$ cat config.mk
export PLATFORM = sky130hd
export DESIGN_NAME = bsfs_top
export DESIGN_NICKNAME = d
export VERILOG_FILES = /design/src/bsfs_pkg.sv /design/src/bsfs_sync_if.sv /design/src/bsfs_sync.sv /design/src/bsfs_top.sv
export SDC_FILE = /design/constraint.sdc
export NUM_CORES = 1
export LEC_CHECK = 0
export ABC_AREA = 1
export BUFFER_PORTS_ARGS = -buffer_cell sky130_fd_sc_hd__buf_2
export CAP_MARGIN = 20
export CORE_AREA = 2 2 166 168
export CTS_CLUSTER_SIZE = 20
export DETAILED_ROUTE_END_ITERATION = 7
export DIE_AREA = 0 0 168 170
export HOLD_SLACK_MARGIN = 0.1
export PLACE_DENSITY = 0.58
export SETUP_SLACK_MARGIN = 0.1
export SYNTH_ARGS = -nofsm -noshare
export SYNTH_HDL_FRONTEND = slang
export SYNTH_HIERARCHICAL = 1
export SYNTH_SLANG_ARGS = --single-unit
$ cat constraint.sdc
create_clock -name ref_clk_in -period 11.71 [get_ports ref_clk_in]
set_input_delay 2.342 -clock ref_clk_in [delete_from_list [all_inputs] [get_ports ref_clk_in]]
set_output_delay 2.342 -clock ref_clk_in [all_outputs]
set_load 0.01 [all_outputs]
$ cat src/bsfs_pkg.sv
// bsfs_pkg: shared constants of the bus-frequency-select and sync block.
// assumes nothing beyond a SystemVerilog compiler.
package bsfs_pkg;
  localparam logic [1:0] FREQ_CODE_133    = 2'h3;
  localparam int         BUS_RATED_MHZ    = 133;
  localparam int         REF_CLK_MHZ      = 100;
  localparam int         SYNC_STAGES      = 2;
  localparam int         ADDR_W_DEF       = 33;
  localparam int         DATA_W_DEF       = 64;
  localparam int         IRQ_W            = 2;
  localparam int         CTRL_W           = 4;
  localparam int         CTRL_PRIO_BIT    = 0;
  localparam int         CTRL_TRANSACTION_A_BIT   = 1;
  localparam int         CTRL_RESET_BIT   = 2;
  localparam int         CTRL_PARITY_BIT  = 3;
  localparam logic       OD_LEVEL         = 1'b0;
endpackage

$ cat src/bsfs_sync_if.sv
// bsfs_sync_if: synchronised level and its edge strobes.
// assumes one clock shared by producer and consumer.
`timescale 1ns/1ps
`default_nettype none
interface bsfs_sync_if;
  logic level;
  logic rise;
  logic fall;
  modport prod (output level, output rise, output fall);
  modport cons (input level, input rise, input fall);
endinterface
`default_nettype wire

$ cat src/bsfs_sync.sv
// bsfs_sync: two-flop synchroniser with edge strobes for one async pin.
// assumes async_in has no phase relation to clk_in.
`timescale 1ns/1ps
`default_nettype none
module bsfs_sync
  import bsfs_pkg::*;
(
  input  wire logic  clk_in,
  input  wire logic  rst_in,
  input  wire logic  en_in,
  input  wire logic  async_in,
  bsfs_sync_if.prod  sync
);
  logic meta_r;
  logic lvl_r;
  logic old_r;

  // meta_r feeds lvl_r only; edges come from the settled stages
  always_ff @(posedge clk_in or posedge rst_in) begin
    if (rst_in) begin
      meta_r <= 1'b0;
      lvl_r  <= 1'b0;
      old_r  <= 1'b0;
    end else if (en_in) begin
      meta_r <= async_in;
      lvl_r  <= meta_r;
      old_r  <= lvl_r;
    end
  end

  assign sync.level = lvl_r;
  assign sync.rise  = lvl_r & ~old_r;
  assign sync.fall  = ~lvl_r & old_r;
endmodule
`default_nettype wire

$ cat src/bsfs_top.sv
// bsfs_top: bus frequency select outputs and per-domain pin handling.
// assumes ref_clk_in is the system bus clock; other clocks arrive as pins.
`timescale 1ns/1ps
`default_nettype none
module bsfs_top
  import bsfs_pkg::*;
#(
  parameter int         ADDR_W    = ADDR_W_DEF,
  parameter int         DATA_W    = DATA_W_DEF,
  parameter logic [1:0] FREQ_CODE = FREQ_CODE_133
)(
  input  wire logic              ref_clk_in,
  input  wire logic              rst_in,
  input  wire logic              clk_en_in,
  input  wire logic              termination_power_good_in,
  output var  logic [1:0]        bus_freq_select_out,
  output var  logic [1:0]        bus_freq_select_oe_out,
  output var  logic              freq_stable_out,
  input  wire logic              bus_req_in,
  input  wire logic              bus_request_zero_in,
  output var  logic              bus_request_zero_out,
  output var  logic              bus_request_zero_oe_out,
  input  wire logic              bus_request_line_in,
  output var  logic [1:0]        bus_req_seen_out,
  input  wire logic              priority_agent_request_in,
  input  wire logic              transaction_a_in,
  input  wire logic              bus_reset_in,
  input  wire logic              response_parity_in,
  output var  logic [CTRL_W-1:0] ctrl_seen_out,
  input  wire logic              drive_in,
  input  wire logic [ADDR_W-1:0] addr_wr_in,
  input  wire logic [DATA_W-1:0] data_wr_in,
  input  wire logic [ADDR_W-1:0] addr_in,
  input  wire logic [DATA_W-1:0] data_in,
  output var  logic [ADDR_W-1:0] addr_out,
  output var  logic [DATA_W-1:0] data_out,
  output var  logic              addr_data_oe_out,
  output var  logic [ADDR_W-1:0] addr_rd_out,
  output var  logic [DATA_W-1:0] data_rd_out,
  input  wire logic              interrupt_bus_clock_in,
  input  wire logic [IRQ_W-1:0]  interrupt_bus_data_in,
  input  wire logic [IRQ_W-1:0]  irq_tx_in,
  output var  logic [IRQ_W-1:0]  interrupt_bus_data_out,
  output var  logic [IRQ_W-1:0]  interrupt_bus_data_oe_out,
  output var  logic [IRQ_W-1:0]  irq_rx_out,
  input  wire logic              tck_in,
  input  wire logic              tdi_in,
  input  wire logic              tms_in,
  input  wire logic              trst_n_in,
  output var  logic              tdo_out,
  output var  logic              tms_seen_out
);
  // reserved codes would put the platform on an undefined frequency
  if (FREQ_CODE != FREQ_CODE_133) begin : g_bad_code
    $error("frequency code must select the rated bus frequency");
  end
  if (ADDR_W < 1 || DATA_W < 1) begin : g_bad_width
    $error("address and data widths must be positive");
  end

  bsfs_sync_if pg_s ();
  bsfs_sync_if ick_s ();
  bsfs_sync_if tck_s ();
  bsfs_sync_if trst_s ();

  bsfs_sync u_pg (.clk_in(ref_clk_in), .rst_in(rst_in), .en_in(clk_en_in),
    .async_in(termination_power_good_in), .sync(pg_s));
  bsfs_sync u_ick (.clk_in(ref_clk_in), .rst_in(rst_in), .en_in(clk_en_in),
    .async_in(interrupt_bus_clock_in), .sync(ick_s));
  bsfs_sync u_tck (.clk_in(ref_clk_in), .rst_in(rst_in), .en_in(clk_en_in),
    .async_in(tck_in), .sync(tck_s));
  bsfs_sync u_trst (.clk_in(ref_clk_in), .rst_in(rst_in), .en_in(clk_en_in),
    .async_in(~trst_n_in), .sync(trst_s));

  // data pins of slow domains also pass two flops before use
  logic [IRQ_W-1:0] irq_m_r;
  logic [IRQ_W-1:0] irq_s_r;
  logic [1:0]       tap_m_r;
  logic [1:0]       tap_s_r;
  always_ff @(posedge ref_clk_in or posedge rst_in) begin
    if (rst_in) begin
      irq_m_r <= '1;
      irq_s_r <= '1;
      tap_m_r <= 2'h0;
      tap_s_r <= 2'h0;
    end else if (clk_en_in) begin
      irq_m_r <= interrupt_bus_data_in;
      irq_s_r <= irq_m_r;
      tap_m_r <= {tms_in, tdi_in};
      tap_s_r <= tap_m_r;
    end
  end

  // open-drain code pins: a one is released to the pull-up, a zero driven
  wire [1:0] fsel_oe_nxt = ~FREQ_CODE;
  wire       stable_nxt  = freq_stable_out | pg_s.level;
  always_ff @(posedge ref_clk_in or posedge rst_in) begin
    if (rst_in) begin
      bus_freq_select_out    <= {2{OD_LEVEL}};
      bus_freq_select_oe_out <= 2'h0;
      freq_stable_out        <= 1'b0;
    end else if (clk_en_in) begin
      bus_freq_select_out    <= {2{OD_LEVEL}};
      bus_freq_select_oe_out <= fsel_oe_nxt;
      freq_stable_out        <= stable_nxt;
    end
  end

  // bus group registered on the bus clock only
  wire [CTRL_W-1:0] ctrl_nxt = {response_parity_in, bus_reset_in,
                                transaction_a_in, priority_agent_request_in};
  always_ff @(posedge ref_clk_in or posedge rst_in) begin
    if (rst_in) begin
      bus_request_zero_out    <= OD_LEVEL;
      bus_request_zero_oe_out <= 1'b0;
      bus_req_seen_out        <= 2'h0;
      ctrl_seen_out           <= '0;
      addr_out                <= '0;
      data_out                <= '0;
      addr_data_oe_out        <= 1'b0;
      addr_rd_out             <= '0;
      data_rd_out             <= '0;
    end else if (clk_en_in) begin
      bus_request_zero_out    <= OD_LEVEL;
      bus_request_zero_oe_out <= bus_req_in;
      bus_req_seen_out        <= {bus_request_line_in,
                                  bus_request_zero_in};
      ctrl_seen_out           <= ctrl_nxt;
      addr_out                <= addr_wr_in;
      data_out                <= data_wr_in;
      addr_data_oe_out        <= drive_in;
      if (!drive_in) begin
        addr_rd_out <= addr_in;
        data_rd_out <= data_in;
      end
    end
  end

  // interrupt bus: sample on its rising edge, change drive on its falling
  // edge; pin rate must stay well below a quarter of the bus clock
  always_ff @(posedge ref_clk_in or posedge rst_in) begin
    if (rst_in) begin
      interrupt_bus_data_out    <= {IRQ_W{OD_LEVEL}};
      interrupt_bus_data_oe_out <= '0;
      irq_rx_out                <= '1;
    end else if (clk_en_in) begin
      interrupt_bus_data_out <= {IRQ_W{OD_LEVEL}};
      if (ick_s.fall)
        interrupt_bus_data_oe_out <= ~irq_tx_in;
      if (ick_s.rise)
        irq_rx_out <= irq_s_r;
    end
  end

  // test port: one-bit bypass path, tdi caught on rise, tdo moved on fall
  logic tap_bit_r;
  always_ff @(posedge ref_clk_in or posedge rst_in) begin
    if (rst_in) begin
      tap_bit_r    <= 1'b0;
      tdo_out      <= 1'b0;
      tms_seen_out <= 1'b0;
    end else if (clk_en_in) begin
      if (trst_s.level) begin
        tap_bit_r    <= 1'b0;
        tdo_out      <= 1'b0;
        tms_seen_out <= 1'b0;
      end else begin
        if (tck_s.rise) begin
          tap_bit_r    <= tap_s_r[0];
          tms_seen_out <= tap_s_r[1];
        end
        if (tck_s.fall)
          tdo_out <= tap_bit_r;
      end
    end
  end

  a_code_released: assert property (
    @(posedge ref_clk_in) disable iff (rst_in)
    clk_en_in |=> bus_freq_select_oe_out == ~FREQ_CODE)
    else $error("frequency code pins not at the selected code");
  a_stable_after_pg: assert property (
    @(posedge ref_clk_in) disable iff (rst_in)
    $rose(pg_s.level) && clk_en_in |=> freq_stable_out)
    else $error("code not marked stable after power good");
  a_stable_holds: assert property (
    @(posedge ref_clk_in) disable iff (rst_in)
    freq_stable_out |=> freq_stable_out && $stable(bus_freq_select_oe_out))
    else $error("frequency code changed after it was stable");
  // both conditions must hold on the same three edges, or the flops freeze
  a_pg_two_flops: assert property (
    @(posedge ref_clk_in) disable iff (rst_in)
    (clk_en_in && termination_power_good_in) [*3] |=> freq_stable_out)
    else $error("power good not seen within three cycles");
  a_br0_follows: assert property (
    @(posedge ref_clk_in) disable iff (rst_in)
    clk_en_in |=> bus_request_zero_oe_out == $past(bus_req_in)
                  && !bus_request_zero_out)
    else $error("request zero drive does not follow the request");
  a_rd_hold: assert property (
    @(posedge ref_clk_in) disable iff (rst_in)
    clk_en_in && drive_in |=> $stable(addr_rd_out) && $stable(data_rd_out))
    else $error("captured bus input changed while driving");
  a_ctrl_sample: assert property (
    @(posedge ref_clk_in) disable iff (rst_in)
    clk_en_in |=> ctrl_seen_out == $past(ctrl_nxt))
    else $error("input-only bus lines not sampled on the bus clock");
  a_irq_edge_only: assert property (
    @(posedge ref_clk_in) disable iff (rst_in)
    !ick_s.rise |=> $stable(irq_rx_out))
    else $error("interrupt data sampled off its clock edge");
  a_irq_sample: assert property (
    @(posedge ref_clk_in) disable iff (rst_in)
    ick_s.rise && clk_en_in |=> irq_rx_out == $past(irq_s_r))
    else $error("interrupt data not taken on its rising edge");
  a_irq_drive: assert property (
    @(posedge ref_clk_in) disable iff (rst_in)
    ick_s.fall && clk_en_in
    |=> interrupt_bus_data_oe_out == ~$past(irq_tx_in))
    else $error("interrupt data drive not updated on falling edge");
  a_tdo_on_fall: assert property (
    @(posedge ref_clk_in) disable iff (rst_in)
    !tck_s.fall && !trst_s.level |=> $stable(tdo_out))
    else $error("test output moved off the test clock falling edge");
  a_trst_clears: assert property (
    @(posedge ref_clk_in) disable iff (rst_in)
    trst_s.level && clk_en_in |=> !tdo_out && !tms_seen_out)
    else $error("test reset did not clear the test port");
  a_freeze: assert property (
    @(posedge ref_clk_in) disable iff (rst_in)
    !clk_en_in |=> $stable(irq_rx_out) && $stable(tdo_out)
                   && $stable(addr_data_oe_out))
    else $error("state moved while clock enable was low");
endmodule
`default_nettype wire

==> results of run 1 <==
## placed cells by master, fill, tap and decap left out, types with 5 or more instances in the layout
| master | count |
|---|---|
| conb_1 | 7 |
| inv_1 | 14 |
| nand2_1 | 657 |
| dfstp_2 | 6 |
| o21ai_0 | 12 |
| clkbuf_16 | 27 |
| inv_2 | 5 |
| clkbuf_8 | 6 |
| clkbuf_1 | 10 |
| nor2_1 | 6 |
| buf_4 | 6 |
| dfrtp_1 | 222 |
| buf_2 | 422 |
## routing by layer
| metal | track usage [%] | wire (um) | vias to the layer above |
|---|---|---|---|
| li1 | - | - | 3751 |
| met1 | 22.7 | 10900 | 3494 |
| met2 | 29.3 | 12700 | 260 |
| met3 | 2.88 | 1540 | 52 |
| met4 | 5.78 | 701 | 0 |
| met5 | 0 | 0 | - |
## worst register-to-register path, delay by kind of cell (launching register included)
kind	cells	cell delay [ns]
AOI/OAI and AO/OA	1	0.13
buffers and inverters	1	0.05
DFF	1	0.40
and+or+nand+nor	3	0.31
## stage by stage
step	area, um^2	cells
floorplan	8670	989
global placement	11000	1705
detailed placement	11000	1705
CTS	11800	1750
global route	11900	1752
finish	11900	1752
## power by group through the flow
| stage | clock (mW) | combinational [mW] | sequential (mW) |
|---|---|---|---|
| 6_report | 0.784 | 0.300 | 0.922 |
| 5_1_grt | 0.841 | 0.335 | 0.933 |
| 4_1_cts | 0.812 | 0.306 | 0.921 |
| 3_5_place_dp | 0 | 0.305 | 0.934 |
| 3_3_place_gp | 0 | 0.301 | 0.934 |
| 2_1_floorplan | 0 | 0.108 | 0.972 |
## state kept, by name (all words and copies together) (netlist names), 2 cells and up
register                   cells
addr_out                      33
tap_s_r                        2
tap_m_r                        2
addr_rd_out                   33
irq_m_r                        2
data_rd_out                   64
irq_s_r                        2
ctrl_seen_out                  4
bus_req_seen_out               2
irq_rx_out                     2
data_out                      64
interrupt_bus_data_oe_out      2
## final cells by class
type / instances / area (um^2)
fill: 2725 / 14800
sequential: 228 / 5710
multi-input combinational: 687 / 2610
timing repair buffer: 429 / 2180
clock buffer: 43 / 796
tap: 341 / 427
inverter: 21 / 87.6
clock inverter: 2 / 35.0
antenna: 1 / 2.50
## how the worst max path moves through the flow
stage	from	to	cells after the start
after floorplan	rst_in	addr_data_oe_out	1
after global routing	clk_en_in	addr_rd_out[9]	8
after CTS	clk_en_in	data_rd_out[35]	8
final	clk_en_in	addr_rd_out[20]	8
after global placement	clk_en_in	data_rd_out[2]	8
after detailed placement	clk_en_in	addr_rd_out[14]	8
==> impl_results.md, run 1 <==
* Status: finished clean
* PnR worst setup slack at 7.20 ns
* Slowest stage delay, CP at 0.75 ns
* Startpoint types: primary input
* Share of layout cells above drive strength 1 at about a third
* Number of global-route vias before repair at just over 7,000
* Rel. slew slack at between 20 and 30%
* Initial antenna violation count at 1
* CP delay by family, top: buffers and inverters
* First-pass DRT Iterations at 5
* CTS Sinks at roughly 230
* Routability Congestion at around 0.86
* Max Buffers Root-to-Sink at 3
* Avg Vias per Cell at around 4.3
* Post-Route WL at around 26,000 um
* Min-Delay Endpoint: data_out[53]
* NetSw at between 500 and 600 uW
* Hold depth at 2
* Hold Buf Count CTS at 0
* DRC at 0
* Crit path cell chain: buf_4 > clkinv_2 > nor2_4 > buf_4 > inv_2 > buf_4 > nand2_1 > nand2_1
* Worst Reg-to-Reg Cells at 5
* First-pass GRT wire length at 39,500 um
* CP Buf/Inv Count at 5
* Reg clk slew, reported paths at 0.05 ns
* Via count at 7,557
* Largest net degree at the start of global routing at 141
* Worst slack at placement at between 6 and 7 ns
* Worst path arrival time at between 4 and 5 ns
* HP Start: data_out[53]
* PortBufs at about 420
* Cts bufs inserted at 26
* CP Max Fanout at 99
* Final setup violation count at 0
* Critical path type: primary input to flip-flop
* GRT Residual Overflow at 0
* Area growth from synthesis to layout at 37.1%
* Reg2reg end: tms_seen_out
* Worst Max-Slew Pin Slew at approximately 1.1 ns
* Critical path capture point type: flip-flop
* Post-Synthesis Cell Area at between 8000 and 9000 um^2
* GRT Overall Usage at between 10% and 20%
* Fin nets at between 1,500 and 2,000
* Crit share post-route at between 30% and 40%
* Initial Util at 32.5%
* # resized after CTS at 0
* Worst-skew pair later-pin latency at 0.51 ns
* Fin util at approximately 44%
* Hold_ws at between 0.4 and 0.5 ns
* Skew final at approximately 0.0043 ns
* WL/cell at 14.7 um
* Pwr dens at between 150 and 200 nW/um^2
* Reg2Reg Setup Slack at between 10 and 15 ns
* Comb pwr share at between 10% and 20%
* Worst VDD drop at ~0.000097 V
* CTS H-tree lvls at 1
* Postcts setup bufs at 0
* Lkg Pwr at approximately 7.0 nW
* Die W at roughly 170 um
* Required @ worst endpoint at about 12 ns
* Power share of the clock group at 39.1%
* Syn. warnings at 6
* CP most frequent cell: buf_4
* Final Power at approximately 2.0 mW
* Clock root buffer: clkbuf_16
* DR iter-0 viols at approximately 430
* Dpl hpwl at approximately 18,000 um
* TritonCTS clock tree: built
* RSZ-0062 raised after global routing: no
* Cells after Synth at slightly below 1,000
* Slowest stage cell, crit path: buf_4
* Share of power burned in registers at a little under half
* Post-DRT Antenna Nets at 0
* Die ar. at 28,600 um^2
* F_max at between 200 and 250 MHz
* Final hold violations at 0
* Rows at 60
* Switching Share at 26.4%
* Post-route setup TNS at 0 ns
* Worst reg2reg path startpoint: u_tck/sync.level
* Minimum clock period at roughly 4.5 ns
* Int Power at roughly 1.5 mW
* Max-slew violations at 0
* Area of the core at 26,700 um^2
* Die H at roughly 170 um
* Avg Inst Size Synth at 8.80 um^2
* Ports at 431
* Max cap viols at 0
* Worst Hold Class: flip-flop to flip-flop
Note: power is estimated with default switching activity, not from simulation.
==> run 2: changes to the inputs <==
ABC_AREA = 0   (was 1)
CORE_AREA = 2 2 167 169   (was 2 2 166 168)
DIE_AREA = 0 0 169 171   (was 0 0 168 170)
clock period = 4.2 ns   (was 11.71 ns; I/O delays follow)
==> run 2 against run 1 <==
Against the previous run: total power grew to 2.9 times the previous value; largest cell class unchanged; final area rose by 1.5%; clock-buffer cell count shrank 2; setup slack got worse by 5.0 ns; wire length shrank 19%; register-to-register slack got worse by 7.7 ns; global-route usage decreased by 3.7 points; sequential power increased to 2.9 times the previous value; critical path depth decreased by 7; sequential share of layout area is 0.72 points lower; hold slack got worse by 0.22 ns; area after synthesis increased by 0.85%; highest routed layer unchanged.
==> impl_results.md, run 2 <==
* First-pass GRT wire length at 31,600 um (-20%)
* Required @ worst endpoint at 3.36 ns (-8.74 ns)
* GRT Residual Overflow at 0 (unchanged)
* Clock root buffer: clkbuf_16
* Ports at 431 (unchanged)
* Post-DRT Antenna Nets at 0 (unchanged)
* Crit path cell chain: buf_2
* Most frequent cells in the layout: 422 x buf_2, 222 x dfrtp_1, 192 x mux2_2, 30 x mux2_4, 25 x clkbuf_16
* Worst Reg-to-Reg Cells at 3 (-2)
* Avg Inst Size Synth at 17.0 um^2 (+93%)
* RSZ-0062 raised after global routing: no
* Most common cell after layout, fill and taps aside: buf_2
* TritonCTS clock tree: built
* Worst Max-Slew Pin Slew at 0.796 ns (-0.270 ns)
* Initial antenna violation count at 0 (-1)
* NetSw at 1.45 mW (+170%)
* Power share of the clock group at 38.4% (-0.7 points)
* Fin util at 44.1% (-0.44 points)
* Reg clk slew, reported paths at 0.06 ns (about the same)
* Minimum clock period at approximately 2.0 ns
* # resized after CTS at 0 (unchanged)
* Biggest regs: data_out: 64 flops, data_rd_out: 64 flops
* Post-Route WL at 20,900 um (-19%)
* DR iter-0 viols at 259 (-40%)
* WL/cell at 16.0 um (+9.0%)
* Cts bufs inserted at 25 (-3.8%)
* Max cap viols at 0 (unchanged)
* Post-Synthesis Cell Area at 8720 um^2 (+0.85%)
* Die ar. at 28,900 um^2 (+1.2%)
* CP delay by family, top: flip-flops
* Dpl hpwl at 15,000 um (-17%)
* Worst VDD drop at 0.000311 V (+220%)
* Slowest stage cell, crit path: dfstp_2
* CP startpoint: irq_rx_out[0]
* Via count at 5,667 (-25%)
* CP Buf/Inv Count at 1 (-4)
* Syn. warnings at 6 (unchanged)
* Pwr dens at 489 nW/um^2 (+190%)
* Area of the core at 27,300 um^2 (+2.5%)
* Max-slew violations at 0 (unchanged)
* Worst reg2reg path startpoint: u_tck/sync.level
* CP Max Fanout at 2 (-98%)
* Startpoint types: flip-flop
* F_max at roughly 500 MHz
* Critical Path End: irq_rx_out[0]
* Status: finished clean
* Die H at 171 um (+0.59%)
* Reg2Reg Setup Slack at 3.02 ns (-7.69 ns)
* Skew final at 0.00974 ns (+0.00544 ns)
* Initial Util at 31.9% (-0.53 points)
* Hold Buf Count CTS at 0 (unchanged)
* Die W at 169 um (+0.60%)
* Avg Vias per Cell at 4.34 (+0.60%)
* Rel. slew slack at 46.9% (+18 points)
* Postcts setup bufs at 0 (unchanged)
* Slowest stage delay, CP at 0.53 ns (-0.22 ns)
* Int Power at 4.44 mW (+200%)
* Largest net degree at the start of global routing at 133 (-5.7%)
* Worst-skew pair later-pin latency at 0.52 ns (about the same)
* Area growth from synthesis to layout at 38.0%
* Final hold violations at 0 (unchanged)
* GRT Overall Usage at 13.6% (-3.7 points)
* Post-route setup TNS at 0 ns (unchanged)
* Placed cells at 1,261 (-26%)
* Switching Share at 24.6% (-1.8 points)
* Max Buffers Root-to-Sink at 3 (unchanged)
* Number of global-route vias before repair at 5,769 (-19%)
* First-pass DRT Iterations at 4 (-1)
* CTS Sinks at 228 (unchanged)
* Comb pwr share at 16.7% (+1.7 points)
* PortBufs at 423 (unchanged)
* Fin nets at 1,157 (-28%)
* Levels on crit path at 1 (-7)
* Routability Congestion at 0.760 (-12%)
* Crit share post-route at between 40% and 50%
* Critical path type: flip-flop to primary output
* Share of power burned in registers at 44.9% (-1.0 points)
* Share of layout cells above drive strength 1 at 72.6% (+39 points)
* Rows at 61 (+1.7%)
* DRC at 0 (unchanged)
* Cells after Synth at 513 (-48%)
* Worst path arrival time at 1.17 ns (-3.73 ns)
* Finished Layout Cells at 1,306 (-25%)
* Worst Hold Class: primary input to asynchronous set/reset pin
* Lkg Pwr at 5.89 nW (-16%)
* CTS H-tree lvls at 1 (unchanged)
* Final setup violation count at 0 (unchanged)
* Reg2reg end: tms_seen_out
* Critical path capture point type: primary output
## run 2: through the flow
stage | power (mW) | hold slack [ns] | setup slack [ns] | area (um^2)
final | 5.89 | 0.246 | 2.19 | 12000
after global routing | 6.20 | 0.234 | 2.14 | 12000
after CTS | 6.00 | 0.229 | 2.16 | 12000
after detailed placement | 3.69 | 0.446 | 1.86 | 11200
after global placement | 3.67 | 0.437 | 1.88 | 11200
after floorplan | 3.21 | 0.450 | 0.525 | 8750
## run 2: area by class of cell
| type | count | area [um^2] |
|---|---|---|
| Clock inverter | 3 | 90.1 |
| Inverter | 11 | 45.0 |
| Clock buffer | 41 | 766 |
| Fill cell | 2527 | 15300 |
| Sequential cell | 228 | 5710 |
| Timing Repair Buffer | 428 | 2210 |
| Tap cell | 346 | 433 |
| Antenna cell | 1 | 2.50 |
| Multi-Input combinational cell | 248 | 2780 |
## run 2: per-layer routing
metal  global-route usage [%]  share of wire [%]
met1                     16.3                 39
met4                     3.90                1.8
met5                        0                  0
met3                     5.32                 11
met2                     22.8                 49
## run 2: worst min-delay path by stage
stage,to,cells after the start,slack [ns],start
after floorplan,freq_stable_out,1,0.45,u_pg/sync.level
after global placement,freq_stable_out,1,0.44,freq_stable_out
after detailed placement,freq_stable_out,1,0.45,freq_stable_out
after CTS,u_trst/sync.level,2,0.23,rst_in
after global routing,u_trst/meta_r,2,0.23,rst_in
final,u_trst/sync.level,2,0.25,rst_in
## run 2: power by group through the flow
stage	clock network, mW	logic (mW)	registers, mW
floorplan	0	0.409	2.80
global placement	0	0.991	2.68
detailed placement	0	1.00	2.68
CTS	2.34	1.00	2.65
global route	2.44	1.07	2.69
finish	2.26	0.982	2.65
